<file path="src/core/i2c_addr_params.svh">
// constants for the strap-addressed i2c target
// assumes inclusion by name from core/ files
`ifndef I2C_ADDR_PARAMS_SVH
`define I2C_ADDR_PARAMS_SVH
`define ADDR_PREFIX_B7     1'b0
`define ADDR_PREFIX_B6     1'b1
`define CLASS_W            3
`define CLASS_OPEN         3'h7
`define ANA_CODE_OPEN      3'h7
`define BOOT_SETTLE_CYC    8'h10
`define STRETCH_CYC        8'h04
`define BIT_W              4
`define BITS_PER_BYTE      4'h8
`endif

</file>
<file path="src/core/i2c_addr_pkg.sv">
// types for the strap-addressed i2c target
// assumes no surroundings
package i2c_addr_pkg;
	typedef enum logic [2:0] {
		ST_IDLE  = 3'b000,
		ST_ADDR  = 3'b001,
		ST_SUB   = 3'b010,
		ST_WDATA = 3'b011,
		ST_RDATA = 3'b100,
		ST_ACK   = 3'b101,
		ST_MACK  = 3'b110
	} bus_state_t;
endpackage

</file>
<file path="src/core/i2c_strap_target.sv">
// i2c target port with strap-derived address and clock stretching
// assumes open-drain pins resolved outside; analog class from an adc
`timescale 1ns/1ps
`default_nettype none
`include "i2c_addr_params.svh"
module i2c_strap_target
	import i2c_addr_pkg::*;
(
	input  wire logic                 mclk_i,
	input  wire logic                 srst_i,
	input  wire logic                 scl_i,
	input  wire logic                 sda_i,
	output logic                      scl_oe_n_o,
	output logic                      sda_oe_n_o,
	output logic                      scl_o,
	output logic                      sda_o,
	input  wire logic                 digital_strap_a_i,
	input  wire logic                 digital_strap_b_i,
	input  wire logic [`CLASS_W-1:0]  strap_class_i,
	input  wire logic                 class_valid_i,
	input  wire logic [6:0]           fw_mask_i,
	input  wire logic [6:0]           fw_addr_i,
	input  wire logic                 app_ready_i,
	input  wire logic [7:0]           rd_data_i,
	output logic                      addr_ready_o,
	output logic [6:0]                own_addr_o,
	output logic                      cmd_valid_o,
	output logic [7:0]                cmd_o,
	output logic                      wr_valid_o,
	output logic [7:0]                wr_data_o,
	output logic                      rd_req_o
);
	typedef struct packed {
		bus_state_t        st;
		logic              booted;
		logic [6:0]        strap;
		logic [`BIT_W-1:0] bitn;
		logic [7:0]        sh;
		logic              rnw;
		logic              sda_low;
		logic              scl_low;
		logic [7:0]        cnt;
		logic              scl_p;
		logic              sda_p;
		logic              ack_sub;
		logic              cmd_v;
		logic [7:0]        cmd;
		logic              wr_v;
		logic [7:0]        wr;
		logic              rd_r;
	} state_t;
	state_t s_q, s_d;
	logic scl_s, sda_s;
	logic strap_a_s, strap_b_s;
	pin_sync3 #(.INIT(1'b1)) u_scl (.mclk_i(mclk_i), .srst_i(srst_i), .pin_i(scl_i),
		.level_o(scl_s));
	pin_sync3 #(.INIT(1'b1)) u_sda (.mclk_i(mclk_i), .srst_i(srst_i), .pin_i(sda_i),
		.level_o(sda_s));
	// strap pins are board levels, filtered like the bus lines
	pin_sync3 #(.INIT(1'b0)) u_strap_a (.mclk_i(mclk_i), .srst_i(srst_i),
		.pin_i(digital_strap_a_i), .level_o(strap_a_s));
	pin_sync3 #(.INIT(1'b0)) u_strap_b (.mclk_i(mclk_i), .srst_i(srst_i),
		.pin_i(digital_strap_b_i), .level_o(strap_b_s));

	function automatic logic [2:0] decode_class(input logic [`CLASS_W-1:0] c);
		// class 0 ground, 1..6 resistor ladder, 7 open pin
		if (c == `CLASS_OPEN) begin
			decode_class = `ANA_CODE_OPEN;
		end else begin
			decode_class = c;
		end
	endfunction

	logic [6:0] eff_addr;
	logic       rise, fall, start_c, stop_c;
	always_comb begin
		eff_addr = (s_q.strap & ~fw_mask_i) | (fw_addr_i & fw_mask_i);
		rise     = scl_s & ~s_q.scl_p;
		fall     = ~scl_s & s_q.scl_p;
		start_c  = scl_s & s_q.scl_p & s_q.sda_p & ~sda_s;
		stop_c   = scl_s & s_q.scl_p & ~s_q.sda_p & sda_s;
		s_d       = s_q;
		s_d.scl_p = scl_s;
		s_d.sda_p = sda_s;
		s_d.cmd_v = 1'b0;
		s_d.wr_v  = 1'b0;
		s_d.rd_r  = 1'b0;
		if (!s_q.booted) begin
			if (s_q.cnt != 8'h00) begin
				s_d.cnt = s_q.cnt - 8'h01;
			end else if (class_valid_i) begin
				// straps and analog code taken in one cycle, then frozen
				s_d.strap  = {`ADDR_PREFIX_B7, `ADDR_PREFIX_B6, strap_b_s,
					strap_a_s, decode_class(strap_class_i)};
				s_d.booted = 1'b1;
			end
		end else begin
			if (s_q.scl_low) begin
				// hold scl low while the application side is busy
				if (s_q.cnt != 8'h00) begin
					s_d.cnt = s_q.cnt - 8'h01;
				end else if (app_ready_i) begin
					s_d.scl_low = 1'b0;
				end
			end
			if (start_c) begin
				s_d.st = ST_ADDR;
				s_d.bitn = '0;
				s_d.sda_low = 1'b0;
			end else if (stop_c) begin
				s_d.st = ST_IDLE;
				s_d.sda_low = 1'b0;
				s_d.scl_low = 1'b0;
			end else if (rise && s_q.st inside {ST_ADDR, ST_SUB, ST_WDATA}) begin
				s_d.sh = {s_q.sh[6:0], sda_s};
				s_d.bitn = s_q.bitn + 4'h1;
			end else if (rise && s_q.st == ST_MACK) begin
				s_d.st = sda_s ? ST_IDLE : ST_RDATA; // nack ends reading
				s_d.bitn = '0;
				// next byte asked for by the strobe at stretch start
				s_d.sh = rd_data_i;
			end else if (fall) begin
				unique case (s_q.st)
					ST_IDLE: begin
					end
					ST_ADDR, ST_SUB, ST_WDATA: begin
						if (s_q.bitn == `BITS_PER_BYTE) begin
							s_d.bitn = '0;
							s_d.scl_low = 1'b1;
							s_d.cnt = `STRETCH_CYC;
							if (s_q.st == ST_ADDR) begin
								if (s_q.sh[7:1] == eff_addr) begin
									s_d.sda_low = 1'b1;
									s_d.rnw = s_q.sh[0];
									s_d.ack_sub = 1'b0;
									s_d.st = ST_ACK;
									s_d.rd_r = s_q.sh[0];
								end else begin
									s_d.st = ST_IDLE;
									s_d.scl_low = 1'b0;
								end
							end else begin
								s_d.sda_low = 1'b1;
								s_d.ack_sub = 1'b1;
								s_d.st = ST_ACK;
								if (s_q.st == ST_SUB) begin
									s_d.cmd_v = 1'b1;
									s_d.cmd = s_q.sh;
								end else begin
									s_d.wr_v = 1'b1;
									s_d.wr = s_q.sh;
								end
							end
						end
					end
					ST_ACK: begin
						s_d.sda_low = 1'b0;
						if (s_q.rnw) begin
							s_d.st = ST_RDATA;
							s_d.sh = rd_data_i;
							s_d.sda_low = ~rd_data_i[7];
							s_d.bitn = 4'h1;
						end else begin
							s_d.st = s_q.ack_sub ? ST_WDATA : ST_SUB;
						end
					end
					ST_RDATA: begin
						if (s_q.bitn == `BITS_PER_BYTE) begin
							s_d.sda_low = 1'b0;
							s_d.st = ST_MACK;
							s_d.scl_low = 1'b1;
							s_d.cnt = `STRETCH_CYC;
							s_d.rd_r = 1'b1;
						end else begin
							s_d.sda_low = ~s_q.sh[3'(7 - s_q.bitn)];
							s_d.bitn = s_q.bitn + 4'h1;
						end
					end
					ST_MACK: begin
					end
					default: begin
						s_d.st = ST_IDLE;
					end
				endcase
			end
		end
	end

	always_ff @(posedge mclk_i) begin
		if (srst_i) begin
			s_q <= '0;
			s_q.st <= ST_IDLE;
			s_q.cnt <= `BOOT_SETTLE_CYC;
			s_q.scl_p <= 1'b1;
			s_q.sda_p <= 1'b1;
		end else begin
			s_q <= s_d;
		end
	end

	// pins driven low only; enables active low while driving
	assign scl_oe_n_o   = ~s_q.scl_low;
	assign sda_oe_n_o   = ~s_q.sda_low;
	assign scl_o        = 1'b0;
	assign sda_o        = 1'b0;
	assign addr_ready_o = s_q.booted;
	assign own_addr_o   = s_q.strap;
	assign cmd_valid_o  = s_q.cmd_v;
	assign cmd_o        = s_q.cmd;
	assign wr_valid_o   = s_q.wr_v;
	assign wr_data_o    = s_q.wr;
	assign rd_req_o     = s_q.rd_r;

	AST_SILENT_BEFORE_BOOT: assert property (@(posedge mclk_i) disable iff (srst_i)
		!s_q.booted |-> (sda_oe_n_o && scl_oe_n_o))
		else $error("bus driven before address fixed");
	AST_ADDR_HELD: assert property (@(posedge mclk_i) disable iff (srst_i)
		s_q.booted |=> (own_addr_o == $past(own_addr_o)))
		else $error("strap address changed after boot");
	AST_PREFIX: assert property (@(posedge mclk_i) disable iff (srst_i)
		s_q.booted |-> (own_addr_o[6:5] == 2'b01))
		else $error("address prefix wrong");
	AST_STRETCH_MIN: assert property (@(posedge mclk_i) disable iff (srst_i)
		$rose(s_q.scl_low) |-> s_q.scl_low [*4])
		else $error("stretch shorter than minimum");
	AST_ACK_MATCH: assert property (@(posedge mclk_i) disable iff (srst_i)
		(s_q.st == ST_ACK && !s_q.ack_sub) |-> !sda_oe_n_o)
		else $error("matched address not acknowledged");
	AST_CMD_FROM_SUB: assert property (@(posedge mclk_i) disable iff (srst_i)
		cmd_valid_o |-> $past(s_q.st) == ST_SUB)
		else $error("command strobe outside sub-address byte");
	AST_STRETCH_AT_ACK: assert property (@(posedge mclk_i) disable iff (srst_i)
		$rose(s_q.scl_low) |-> s_q.st inside {ST_ACK, ST_MACK})
		else $error("stretch outside ack interval");
	AST_MASK: assert property (@(posedge mclk_i) disable iff (srst_i)
		(s_q.st == ST_ACK && !s_q.ack_sub) |->
		((((s_q.sh[7:1] ^ fw_addr_i) & fw_mask_i) == 7'h00) &&
		(((s_q.sh[7:1] ^ s_q.strap) & ~fw_mask_i) == 7'h00)))
		else $error("masked bit not overridden");
endmodule // i2c_strap_target
`default_nettype wire

</file>
<file path="src/core/pin_sync3.sv">
// three-stage pin synchroniser with agreement filter
// assumes srst_i synchronous to mclk_i
`timescale 1ns/1ps
`default_nettype none
module pin_sync3 #(
	parameter logic INIT = 1'b1
) (
	input  wire logic mclk_i,
	input  wire logic srst_i,
	input  wire logic pin_i,
	output logic      level_o
);
	logic [2:0] sh_q;
	logic       lvl_q;
	always_ff @(posedge mclk_i) begin
		if (srst_i) begin
			sh_q  <= {3{INIT}};
			lvl_q <= INIT;
		end else begin
			sh_q <= {sh_q[1:0], pin_i};
			// change counts only when stages two and three agree
			if (sh_q[1] == sh_q[2]) begin
				lvl_q <= sh_q[2];
			end
		end
	end
	assign level_o = lvl_q;
endmodule // pin_sync3
`default_nettype wire

</file>
<file path="config.mk">
export PLATFORM = sky130hd
export DESIGN_NAME = i2c_strap_target
export DESIGN_NICKNAME = d
export VERILOG_FILES = /design/src/core/i2c_addr_pkg.sv /design/src/core/i2c_strap_target.sv /design/src/core/pin_sync3.sv
export VERILOG_INCLUDE_DIRS = /design/src /design/src/core
export SDC_FILE = /design/constraint.sdc
export NUM_CORES = 1
export LEC_CHECK = 0
export ABC_AREA = 0
export BUFFER_PORTS_ARGS = -buffer_cell sky130_fd_sc_hd__buf_2
export CORE_MARGIN = 2
export CORE_UTILIZATION = 40
export DETAILED_ROUTE_END_ITERATION = 10
export GPL_TIMING_DRIVEN = 0
export PLACE_DENSITY = 0.72
export SLEW_MARGIN = 20
export SYNTH_ARGS = -nofsm -noshare
export SYNTH_HDL_FRONTEND = slang
export SYNTH_SLANG_ARGS = --single-unit
</file>
<file path="constraint.sdc">
create_clock -name mclk_i -period 2.9 [get_ports mclk_i]
set_input_delay 0.145 -clock mclk_i [delete_from_list [all_inputs] [get_ports mclk_i]]
set_output_delay 0.145 -clock mclk_i [all_outputs]
set_load 0.005 [all_outputs]
</file>
---- Yosys cells after proc, flatten, opt, wreduce, memory -nomap -nowiden ----
Cells that the tools add are included.
word-level totals
  ROM bits ................................ 0
  logic and storage cells ................. 181
  bits of input ports ..................... 33
  latch bits .............................. 0
  memories kept ........................... 0
  bits in registers ....................... 71
  output and inout port bits .............. 31
  RAM bits ................................ 0
operators by class
  shift operators ......................... 0
  divide/modulo/power cells ............... 0
  add/subtract/negate cells ............... 3
  bitwise gates (word level) .............. 30
  muxes and demuxes ....................... 67
  reduce and logical (&&, ||, !) cells .... 19
  magnitude comparators ................... 1
  equality and inequality tests ........... 36
  multiply operators ...................... 0
operators with widths
  cell                                                   count
  2-to-1 mux 23 bit                                      6
  2-to-1 mux 8 bit                                       7
  2-to-1 mux 9 bit                                       6
  inequality test 6 x 1 -> 1 bit, second input constant  7
  2-to-1 mux 12 bit                                      3
  2-to-1 mux 3 bit                                       12
  2-to-1 mux 11 bit                                      3
  AND reduction 10 bit                                   3
  inequality test 6 bit, second input constant           4
  inverter 1 bit                                         19
  2-to-1 mux 1 bit                                       18
  one-hot mux 9 bit (2 select lines)                     1
  inequality test 5 bit, second input constant           3
  AND reduction 7 bit                                    2
  2-to-1 mux 13 bit                                      1
  equality test 3 bit, second input constant             4
  2-to-1 mux 4 bit                                       3
  one-hot mux 3 bit (4 select lines)                     1
  one-hot mux 4 bit (3 select lines)                     1
  AND reduction 6 bit                                    2
  OR reduction 10 bit                                    1
  AND reduction 9 bit                                    1
  inequality test 4 x 1 -> 1 bit, second input constant  2
  nonzero test 8 bit                                     1
  other kinds (32)                                       45

---- Depth between registers and ports, before layout ----
Gate-level depths: netlist of run 1.
  word-level depth ........................ 19
  gate-level depth with buffers ........... 9
  gate-level depth less buffers ........... 8

---- Modules after synthesis ----
Synthesis of run 1 repeated with hierarchy kept, for this count alone.
second synthesis, totals
  cell total of the unflattened synthesis .. 412
  area, all modules ....................... 3649.8 sq um
modules (own cells, without submodules)
  module                     area each (sq um)  seq. area each (sq um)  cells an instance  instances
  i2c_strap_target           3194.3             1101.1                  372                1
  pin_sync3 (u_scl ...)      115.1              80.1                    10                 2
  pin_sync3 (u_strap_a ...)  112.6              80.1                    10                 2

---- Least setup slack after synthesis of run 1 ----
OpenSTA, ideal clock, no wires.
  path kind ............................... reg-to-reg
  from .................................... register s_q[41] (netlist name)
  to ...................................... register s_q[31] (netlist name)
  required time ........................... 2.813 ns
  arrival ................................. 1.740 ns
  period minus slack after synthesis ...... 1.827 ns
  setup slack ............................. 1.073 ns
  cell stages (with the launch flop) ...... 10
  buffers on the path ..................... 1
  library setup time ...................... 0.087 ns
  cells stage by stage .................... dfxtp_1 -> inv_1 -> ha_1 -> and3b_1 -> buf_2 -> o2111a_1 -> a21oi_1 -> o21ai_0 -> a211o_1 -> o31ai_1
between the ends
  word-level cells in the longest chain between the ends .. 16
  elaborated cells on any way between the ends .. 19
  classes of those cells .................. add/sub: 1; eq/ne: 2; mux: 14; bitwise: 1; reduce/logical: 1
RTL lines
  what                                    RTL line                 text
  from (decl)                             i2c_strap_target.sv:52   state_t s_q, s_d;
  subtractor 3 bit                        i2c_strap_target.sv:175  s_d.sda_low = ~s_q.sh[3'(7 - s_q.bitn)];
  binary-select mux 1 bit (select 3 bit)  i2c_strap_target.sv:175
  2-to-1 mux 1 bit (implied by the code)  i2c_strap_target.sv:175
  inverter 1 bit                          i2c_strap_target.sv:175
  2-to-1 mux 1 bit                        i2c_strap_target.sv:168  if (s_q.bitn == `BITS_PER_BYTE) begin
  one-hot mux 1 bit (3 select lines)      i2c_strap_target.sv:123  unique case (s_q.st)
  2-to-1 mux 23 bit                       i2c_strap_target.sv:122  end else if (fall) begin
  2-to-1 mux 23 bit                       i2c_strap_target.sv:117  end else if (rise && s_q.st == ST_MACK) begin
  2-to-1 mux 23 bit                       i2c_strap_target.sv:114  end else if (rise && s_q.st inside {ST_ADDR, ST_SUB, ST_WDATA}) begin
  2-to-1 mux 23 bit                       i2c_strap_target.sv:110  end else if (stop_c) begin
  2-to-1 mux 23 bit                       i2c_strap_target.sv:106  if (start_c) begin
  2-to-1 mux 23 bit                       i2c_strap_target.sv:88   if (!s_q.booted) begin
  2-to-1 mux 11 bit                       i2c_strap_target.sv:117
  2-to-1 mux 11 bit                       i2c_strap_target.sv:114
  2-to-1 mux 2 bit                        i2c_strap_target.sv:110
  2-to-1 mux 1 bit                        i2c_strap_target.sv:106
Parallel ways exist; a longest one is shown, timed or not. The select of a mux whose other input is x is not followed.
A chain may end at the register's enable or synchronous reset.

---- Worst setup path after layout of run 1 ----
  from .................................... register s_q[41] (netlist name)
  to ...................................... register s_q[54] (netlist name)
between the ends
  word-level cells in the longest chain between the ends .. 3
  elaborated cells on any way between the ends .. 4
  classes of those cells .................. eq/ne: 3; reduce/logical: 1
RTL lines
  what
  equality test 4 bit (no line) *
  inequality test 5 bit (no line)
  AND reduction 6 bit (no line) *
Mark *: on every way between the ends. The rest lies on a longest branch, timed or not.

==> impl_metrics.yaml, run 1 <==
detailed_routing:
  met3_length_microns: 579
  vias: 3226
  wl_met1_microns: 4163
  wl_met2_microns: 4108
  avgRoutedWirePerCell_microns: 14.86
  postRouteAntennaNets: 0
  first_pass_iters: 5
  wirelength_microns: 9008
  drtIter0Drc: 214
  drc: 0
  via_per_inst: 5.323
  highest_layer: "met4"
global_route:
  antenna_found_initial: 0
  grt_pass1_wl_microns: 14980
  grt_max_degree: 13
  grt_pass1_vias: 3123
  grt_usage_pct: 18.98
  overflow: 0
yosys:
  ys.flop_type: "dfxtp_1"
  synth_cell_type_count: 67
  ys_top_cells_by_area: "dfxtp_1 39%, mux2i_1 8.2%, nor2_1 6.2%"
  synth-seq-cells: 71
  syn-cell-area_sq_mm: 0.003656
  netlist.top_cell.by_area: "dfxtp_1"
  netlist_instances: 418
  synth_warnings: 0
  synth-edff-count: 0
  synth_top_cell_area_share_pct: 38.88
  ys_seq_area_share_pct: 38.88
  synth-async-reset-ratio_pct: 0
  avgSynthCellArea_sq_um: 8.746
place:
  dp_hpwl_microns: 6568
  placed_area_sq_mm: 0.004099
  dp.cells: 588
  place_congestion: 0.9239
  dp_slack_ns: 0.8104
  io_buffers: 60
floorplan:
  die-width_microns: 99.61
  initial_utilization_pct: 41.52
  coreArea_sq_mm: 0.008806
  die_area_sq_mm: 0.009921
  die_h_microns: 99.61
  fp-row-count: 34
  io_pins: 64
finish:
  design_area_sq_mm: 0.004348
  syn2layout_area_growth_pct: 18.93
  utilization_pct: 49.37
  drive_gt1_share_pct: 28.11
  fill_cells: 848
  nets: 531
  insertedDiodeCount: 0
  final_cells: 606
sta:
  setup_violations: 0
  relSlewSlack_pct: 50.41
  worst_slew_pin_slew_ns: 0.7399
  period_share_pct: 73.41
  hold_ws_ns: 0.01902
  layout_min_cycle_time_ns: 2.129
  hold_violations: 0
  fin_ws_ns: 0.7710
  rsz0062_at_grt: "false"
  drv_slew: 0
  max_freq_mhz: 469.7
  tns_ns: 0
  clock_skew_ns: 0.01144
worst_setup_path:
  slowest_stage: "or3_1"
  critPathMaxFanout: 7
  criticalPathCategory: "reg -> reg"
  path_cells: "inv_1, ha_1, and3b_1, buf_2, nand2_1, o2111ai_1, nand2_1, or3_1, a21oi_1"
  crit_path_frequent_cell: "nand2_1"
  arrival_ns: 2.41
  startpoint_type: "flop"
  cp.required_ns: 3.18
  slowest_delay_ns: 0.40
  critical_path.top_delay_family: "simple AND/OR/NAND/NOR gates"
  cp_num_buf_inv: 2
  end_kind: "flop"
cts:
  htree_levels: 3
  cts_inserted_buffers: 9
  clock_latency_ns: 0.35
  cts.reportedPaths.clkPinSlew_ns: 0.08
  cts_tree: "done"
  clock_sinks: 71
  clk_path_buf_depth: 2
  clockRootBuffer: "clkbuf_8"
power_and_ir_drop:
  vdd_drop_max_uv: 270.7
  p_leak_nw: 1.859
  finalPower_mw: 2.399
  power.density_mw_per_mm2: 551.8
run:
  cap_violations: 0
outcome:
  outcome: "finished, final reports clean"
hold_path:
  hold_class: "in -> reg"
-- report_power, final --
part / total (mW) / internal, mW / leakage [nW] / switching (mW)
registers: 1.09 / 1.03 / 0.576 / 0.0569
logic: 0.403 / 0.185 / 1.17 / 0.218
clock network: 0.905 / 0.505 / 0.109 / 0.400
total: 2.40 / 1.72 / 1.86 / 0.675
-- path summary, 6_finish.rpt --
kind | cells after the start | from | slack, ns | endpoint
worst max register to register | 9 | s_q[41]$_SDFFE_PP0P_ | 0.77 | s_q[54]$_SDFFE_PP0P_
worst max-delay path | 9 | s_q[41]$_SDFFE_PP0P_ | 0.77 | s_q[54]$_SDFFE_PP0P_
worst min register to register | 1 | u_sda.sh_q[0]$_SDFF_PP1_ | 0.41 | u_sda.sh_q[1]$_SDFF_PP1_
worst min-delay path | 2 | digital_strap_b_i | 0.02 | u_strap_b.sh_q[0]$_SDFF_PP0_
-- cell families after synthesis --
kind of cell               Yosys count  synth area share [%]
AOI/OAI and AO/OA                   89                 16.80
and+or+nand+nor                    154                 21.29
other                                1                0.1026
buffers and inverters               58                 9.890
muxes                               33                 9.754
DFF                                 71                 38.88
adders and majority gates            4                 1.369
xor gates and xnor gates             8                 1.917
-- placed cells by master, fill, tap and decap left out, types with 4 or more instances in the layout --
| master | netlist | final |
|---|---|---|
| a211oi_1 | 9 | 9 |
| a21oi_1 | 21 | 21 |
| a22oi_1 | 9 | 9 |
| a31oi_1 | 4 | 4 |
| buf_2 | 3 | 63 |
| buf_4 | 26 | 26 |
| clkbuf_1 | 9 | 9 |
| clkbuf_8 | 2 | 12 |
| dfxtp_1 | 71 | 71 |
| ha_1 | 4 | 4 |
| inv_1 | 14 | 14 |
| mux2i_1 | 30 | 30 |
| nand2_1 | 25 | 25 |
| nand2b_1 | 5 | 5 |
| nand3_1 | 9 | 9 |
| nand4_1 | 5 | 5 |
| nor2_1 | 60 | 60 |
| nor2b_1 | 13 | 13 |
| nor3_1 | 4 | 4 |
| o21ai_0 | 17 | 17 |
| or2_2 | 10 | 10 |
| xor2_1 | 7 | 7 |
-- layout make-up --
cell class / count / area [sq um] / share of cell area [%]
clock inverters: 5 / 81.33 / 1.871
inverters: 15 / 56.30 / 1.295
repair buffers: 63 / 330.3 / 7.597
clock buffers: 10 / 137.6 / 3.165
plain buffers: 43 / 305.3 / 7.022
flip-flops and latches: 71 / 1421 / 32.69
well taps: 108 / 135.1 / 3.108
multi-input cells: 291 / 1881 / 43.25
-- registers in the layout (all words and copies together), names as in the netlist --
name / count
s_q: 29
cmd_o: 8
wr_data_o: 8
own_addr_o: 6
u_scl.sh_q: 3
u_sda.sh_q: 3
u_strap_a.sh_q: 3
u_strap_b.sh_q: 3
addr_ready_o: 1
cmd_valid_o: 1
rd_req_o: 1
u_scl.level_o: 1
u_sda.level_o: 1
u_strap_a.level_o: 1
u_strap_b.level_o: 1
wr_valid_o: 1
-- cell usage after synthesis (5+ instances only) --
cell type / instances
nand2b_1: 5
mux2i_1: 30
nand3_1: 9
inv_1: 14
buf_4: 26
or2_2: 10
o21ai_0: 17
nand2_1: 25
nor2_1: 60
nand4_1: 5
a211oi_1: 9
nor2b_1: 13
dfxtp_1: 71
clkbuf_1: 9
xor2_1: 7
a21oi_1: 21
a22oi_1: 9
-- metal layers --
metal / vias to the layer above / global-route usage [%]
li1: 1587 / -
met1: 1494 / 24.87
met2: 128 / 30.87
met3: 17 / 4.076
met4: 0 / 6.849
met5: - / 0
-- repair_timing --
item                                    in CTS  in global routing
hold endpoints to repair                     3                  0
hold buffers                                 3                  0
buffers inserted                             0                  0
resized for setup                            0                  0
endpoints found under the setup margin       0                  0
Power figures use the tool's default switching activity.
==> inputs of run 2 (changes only) <==
--- a/config.mk
+++ b/config.mk
@@ -12,7 +12,7 @@
 export CORE_UTILIZATION = 40
 export DETAILED_ROUTE_END_ITERATION = 10
 export GPL_TIMING_DRIVEN = 0
-export PLACE_DENSITY = 0.72
+export PLACE_DENSITY = 0.75
 export SLEW_MARGIN = 20
 export SYNTH_ARGS = -nofsm -noshare
 export SYNTH_HDL_FRONTEND = slang
==> constraint.sdc (replaced) <==
create_clock -name mclk_i -period 1.8 [get_ports mclk_i]
set_input_delay 0.09 -clock mclk_i [delete_from_list [all_inputs] [get_ports mclk_i]]
set_output_delay 0.09 -clock mclk_i [all_outputs]
set_load 0.005 [all_outputs]
==> run 2 against run 1 <==
Compared with the run above:
- sequential power is 63% higher
- hold slack improved by 0.0029 ns
- via count increased by 6.4%
- die area stayed put
- global-route usage rose by 0.71 points
- sequential share of layout area decreased by 2.8 points
- register-to-register slack got worse by 0.85 ns
- maximum frequency grew 13%
- clock skew shrank 0.0023 ns
- the flow now finishes with violations (negative setup slack)
- clock power is 64% higher
==> impl_metrics.yaml, run 2 (same netlist as run 1, synthesis figures left out) <==
outcome:
  outcome: "finished, violations left"
  violations: "negative setup slack"
global_route:
  use_met3_pct: 4.708
  top_usage_layer: "met2"
  grt_max_degree: 15
  met2_usage_pct: 33.37
  grt_pass1_wl_microns: 15700
  grt_pass1_vias: 3237
  use_met1_pct: 25.10
  grt_usage_pct: 19.69
  antenna_found_initial: 0
  overflow: 0
floorplan:
  die-width_microns: 99.61
  die_area_sq_mm: 0.009921
  fp-row-count: 34
  die_h_microns: 99.61
  io_pins: 64
  coreArea_sq_mm: 0.008806
  initial_utilization_pct: 41.52
power_and_ir_drop:
  finalPower_mw: 3.973
  vdd_drop_max_uv: 517.7
  p_leak_nw: 2.069
  power.density_mw_per_mm2: 825.2
finish:
  insertedDiodeCount: 0
  fill_cells: 770
  final_cell_mix: "64 x dfxtp_1, 62 x buf_2, 55 x nor2_1"
  area.sequential_sq_mm: 0.001438
  regMostFlops: "s_q"
  mostFrequentLayoutCell: "dfxtp_1"
  utilization_pct: 54.67
  largest_register_ffs: 29
  syn2layout_area_growth_pct: 31.69
  final_cells: 636
  nets: 560
  multi_input_area_sq_mm: 0.002052
  drive_gt1_share_pct: 38.64
sta:
  setup_violations: 3
  worst_slew_pin_slew_ns: 0.6117
  hold_ws_ns: 0.02190
  rsz0062_at_grt: "true"
  relSlewSlack_pct: 59.22
  max_freq_mhz: 530.9
  drv_slew: 0
  hold_violations: 0
  layout_min_cycle_time_ns: 1.884
  tns_ns: -0.1063
  period_share_pct: 104.6
  clock_skew_ns: 0.009127
  fin_ws_ns: -0.08364
worst_setup_path:
  startpoint_type: "flop"
  path_cells: "inv_2, ha_4, and3b_1, buf_6, o2111a_1, nand4_1, o21ai_2, nand4_1, o31ai_2"
  crit_path_frequent_cell: "nand4_1"
  critPathMaxFanout: 6
  cp.required_ns: 2.07
  slowest_delay_ns: 0.36
  end_kind: "flop"
  criticalPathCategory: "reg -> reg"
  arrival_ns: 2.15
  slowest_stage: "dfxtp_4"
detailed_routing:
  first_pass_iters: 6
  drc: 0
  vias: 3432
  avgRoutedWirePerCell_microns: 15.63
  via_per_inst: 5.396
  wirelength_microns: 9940
  postRouteAntennaNets: 0
  drtIter0Drc: 291
cts:
  clock_latency_ns: 0.35
  cts.reportedPaths.clkPinSlew_ns: 0.09
  clock_sinks: 71
  clk_path_buf_depth: 2
  clockRootBuffer: "clkbuf_8"
  htree_levels: 3
  cts_tree: "done"
  cts_inserted_buffers: 9
run:
  cap_violations: 0
place:
  dp.cells: 588
  place_congestion: 0.9134
  dp_hpwl_microns: 6532
  io_buffers: 60
hold_path:
  hold_class: "in -> reg"
## run 2: path summary, 6_finish.rpt
path | slack (ns) | depth (start not counted) | end | from
worst max-delay path | -0.08 | 9 | s_q[31]$_SDFFE_PP0P_ | s_q[41]$_SDFFE_PP0P_
worst min-delay path | 0.02 | 3 | addr_ready_o$_SDFF_PP0_ | class_valid_i
worst max register to register | -0.08 | 9 | s_q[31]$_SDFFE_PP0P_ | s_q[41]$_SDFFE_PP0P_
worst min register to register | 0.41 | 1 | u_scl.sh_q[1]$_SDFF_PP1_ | u_scl.sh_q[0]$_SDFF_PP1_
## run 2: stage by stage
| step | instance area (sq um) | setup WS [ns] |
|---|---|---|
| after global routing | 4815 | -0.1164 |
| after floorplan | 3665 | 0.01200 |
| after global placement | 4100 | -0.1968 |
| after CTS | 4572 | -0.01069 |
| final | 4815 | -0.08364 |
| after detailed placement | 4100 | -0.2214 |
## run 2: per-layer routing
metal  part of all wire [%]  wire [microns]
met5                      0               0
met4                    2.0             194
met3                    6.6             654
met2                     48            4784
met1                     43            4306
## run 2: where the power goes
| group | internal, mW | total, mW | switching, mW |
|---|---|---|---|
| Combinational | 0.334 | 0.710 | 0.376 |
| Clock | 0.799 | 1.48 | 0.683 |
| Sequential | 1.66 | 1.78 | 0.116 |
| Total | 2.80 | 3.97 | 1.17 |
## run 2: final cells by class
| class | count | area share [%] |
|---|---|---|
| multi-input cells | 291 | 42.62 |
| repair buffers | 93 | 12.24 |
| clock inverters | 7 | 2.157 |
| plain buffers | 42 | 6.575 |
| clock buffers | 9 | 2.573 |
| flip-flops and latches | 71 | 29.86 |
| inverters | 15 | 1.169 |
| well taps | 108 | 2.807 |
## run 2: repair_timing
action                                  4_1_cts  5_1_grt
hold buffers                                  7        0
buffers inserted                              9       17
endpoints found under the hold margin         7        0
pin swaps                                     3       13
endpoints found under the setup margin       40       33
resized for setup                            27       37
## run 2: worst max-delay path: cells and delay by family (launching register included)
family	cells	cell delay, ns
simple gates	3	0.45
buf+inv	2	0.20
flops	1	0.36
fa+ha+maj	1	0.14
compound gates	3	0.64
==> inputs of run 3 (changes only) <==
--- a/config.mk
+++ b/config.mk
@@ -6,9 +6,8 @@
 export SDC_FILE = /design/constraint.sdc
 export NUM_CORES = 1
 export LEC_CHECK = 0
-export ABC_AREA = 0
 export BUFFER_PORTS_ARGS = -buffer_cell sky130_fd_sc_hd__buf_2
-export CORE_MARGIN = 2
+export CORE_MARGIN = 4
 export CORE_UTILIZATION = 40
 export DETAILED_ROUTE_END_ITERATION = 10
 export GPL_TIMING_DRIVEN = 0
==> run 3 against run 2 <==
Compared with the run above:
- sequential share of layout area is 0.25 points higher
- cell count is 0.94% lower
- the flow still finishes with violations (negative setup slack)
- hold slack better by 0.016 ns
- largest power group unchanged
- register-to-register slack better by 0.03 ns
- sequential cell count stayed put
- critical endpoint is now s_q[54]$_SDFFE_PP0P_
- critical path type unchanged
- global-route usage is 1.8 points lower
- routed wire length is 0.91% higher
- power is 4.9% lower
- die area is 8.2% higher
- critical path depth is 1 lower
==> impl_metrics.yaml, run 3 (same netlist as run 1, synthesis figures left out) <==
outcome:
  outcome: "finished, violations left"
  violations: "negative setup slack"
finish:
  design_area_sq_mm: 0.004771
  multi_input_area_sq_mm: 0.002091
  final_cell_mix: "65 x dfxtp_1, 61 x buf_2, 56 x nor2_1"
  regMostFlops: "s_q"
  mostFrequentLayoutCell: "dfxtp_1"
  area.sequential_sq_mm: 0.001436
  insertedDiodeCount: 0
  syn2layout_area_growth_pct: 30.49
  largest_register_ffs: 29
  drive_gt1_share_pct: 38.51
  utilization_pct: 54.18
  fill_cells: 770
  nets: 554
hold_path:
  hold_class: "in -> reg"
global_route:
  use_met3_pct: 5.286
  antenna_found_initial: 0
  met2_usage_pct: 29.86
  overflow: 0
  use_met1_pct: 21.91
  grt_pass1_vias: 3235
  grt_max_degree: 17
  grt_usage_pct: 17.86
  grt_pass1_wl_microns: 15780
  top_usage_layer: "met2"
detailed_routing:
  via_per_inst: 5.422
  first_pass_iters: 5
  postRouteAntennaNets: 0
  drc: 0
  vias: 3416
  wirelength_microns: 10030
  avgRoutedWirePerCell_microns: 15.92
  drtIter0Drc: 335
worst_setup_path:
  path_cells: "inv_2, ha_4, and3b_2, nand2_2, o2111ai_2, nand2_2, or3_4, a21oi_2"
  cp-startpoint: "s_q[42]$_SDFFE_PP0P_"
  slowest_stage: "dfxtp_4"
  startpoint_type: "flop"
  slowest_delay_ns: 0.36
  rrSetupSlack_ns: -0.05
  critPathCapture: "s_q[54]$_SDFFE_PP0P_"
  end_kind: "flop"
  reg2reg_from: "s_q[42]$_SDFFE_PP0P_"
  cp.required_ns: 2.09
  critPathMaxFanout: 6
  regToRegEndpoint: "s_q[54]$_SDFFE_PP0P_"
  criticalPathCategory: "reg -> reg"
  arrival_ns: 2.14
  crit_path_frequent_cell: "nand2_2"
  reg2reg_depth: 8
floorplan:
  initial_utilization_pct: 41.52
  die_area_sq_mm: 0.01073
  die_h_microns: 103.6
  fp-row-count: 34
  coreArea_sq_mm: 0.008806
  io_pins: 64
  die-width_microns: 103.6
place:
  dp_slack_ns: -0.2431
  dp_hpwl_microns: 6804
  place_congestion: 0.9163
  placed_area_sq_mm: 0.004100
  io_buffers: 60
sta:
  drv_slew: 0
  rsz0062_at_grt: "true"
  max_freq_mhz: 539.5
  clock_skew_ns: 0.01051
  setup_violations: 4
  fin_ws_ns: -0.05354
  period_share_pct: 103.0
  worst_slew_pin_slew_ns: 0.6259
  layout_min_cycle_time_ns: 1.854
  hold_violations: 0
  relSlewSlack_pct: 58.27
power_and_ir_drop:
  vdd_drop_max_uv: 492.0
  p_sw_mw: 1.228
  p_sw_share_pct: 32.50
  p_int_mw: 2.551
  power.density_mw_per_mm2: 792.1
  pwr-share-seq_pct: 47.1
  power_frac_comb_pct: 19.3
  p_leak_nw: 2.017
  p_clk_share_pct: 33.6
cts:
  clock_latency_ns: 0.36
  htree_levels: 3
  cts_tree: "done"
  clk_path_buf_depth: 2
  clock_sinks: 71
  clockRootBuffer: "clkbuf_8"
  cts_inserted_buffers: 9
  cts.reportedPaths.clkPinSlew_ns: 0.09
run:
  cap_violations: 0
-- run 3: power groups by stage --
| stage | combinational (mW) | sequential [mW] | clock, mW |
|---|---|---|---|
| 5_1_grt | 0.823 | 1.79 | 1.35 |
| 6_report | 0.729 | 1.78 | 1.27 |
| 3_5_place_dp | 0.652 | 1.80 | 0 |
| 2_1_floorplan | 0.485 | 1.77 | 0 |
| 4_1_cts | 0.676 | 1.76 | 1.29 |
| 3_3_place_gp | 0.613 | 1.79 | 0 |
-- run 3: metal layers --
| metal | vias up | wire length, microns |
|---|---|---|
| met2 | 160 | 4803 |
| met3 | 26 | 768 |
| li1 | 1637 | - |
| met4 | 0 | 226 |
| met1 | 1593 | 4232 |
| met5 | - | 0 |
-- run 3: cell type report --
| cell class | count | area share, % |
|---|---|---|
| sequential | 71 | 30.11 |
| inverter | 15 | 1.180 |
| multi-input combinational | 291 | 43.82 |
| tap | 108 | 2.832 |
| buffer | 41 | 6.530 |
| clock buffer | 9 | 2.596 |
| timing repair buffer | 88 | 11.49 |
| clock inverter | 7 | 1.442 |
-- run 3: worst min path at each step --
stage	from	endpoint	slack (ns)	cells after the start
4_1_cts	class_valid_i	addr_ready_o$_SDFF_PP0_	0.003	3
6_report	class_valid_i	addr_ready_o$_SDFF_PP0_	0.04	3
3_5_place_dp	sda_i	u_sda.sh_q[0]$_SDFF_PP1_	0.28	2
2_1_floorplan	scl_i	u_scl.sh_q[0]$_SDFF_PP1_	0.19	1
3_3_place_gp	sda_i	u_sda.sh_q[0]$_SDFF_PP1_	0.28	2
5_1_grt	class_valid_i	addr_ready_o$_SDFF_PP0_	0.06	3
-- run 3: critical path, delay by kind of cell (launching register included) --
family / cells / cell delay [ns]
compound gates: 2 / 0.37
simple gates: 4 / 0.84
buf+inv: 1 / 0.06
fa+ha+maj: 1 / 0.14
flops: 1 / 0.36
-- run 3: timing repair --
| item | CTS | global route |
|---|---|---|
| hold endpoints to repair | 7 | 0 |
| hold buffers | 7 | 0 |
| pin swaps | 10 | 16 |
| buffers inserted | 8 | 13 |
| endpoints found under the setup margin | 40 | 38 |
| gates resized for setup | 26 | 46 |
-- run 3: metrics by stage --
stage	power (mW)	hold WS [ns]	TNS, ns	std cells
2_1_floorplan	2.256	0.1938	0	420
3_3_place_gp	2.402	0.2753	-2.628	588
3_5_place_dp	2.449	0.2778	-4.523	588
4_1_cts	3.735	0.003309	-0.07943	618
5_1_grt	3.966	0.05723	-0.7765	630
6_report	3.779	0.03836	-0.1443	630
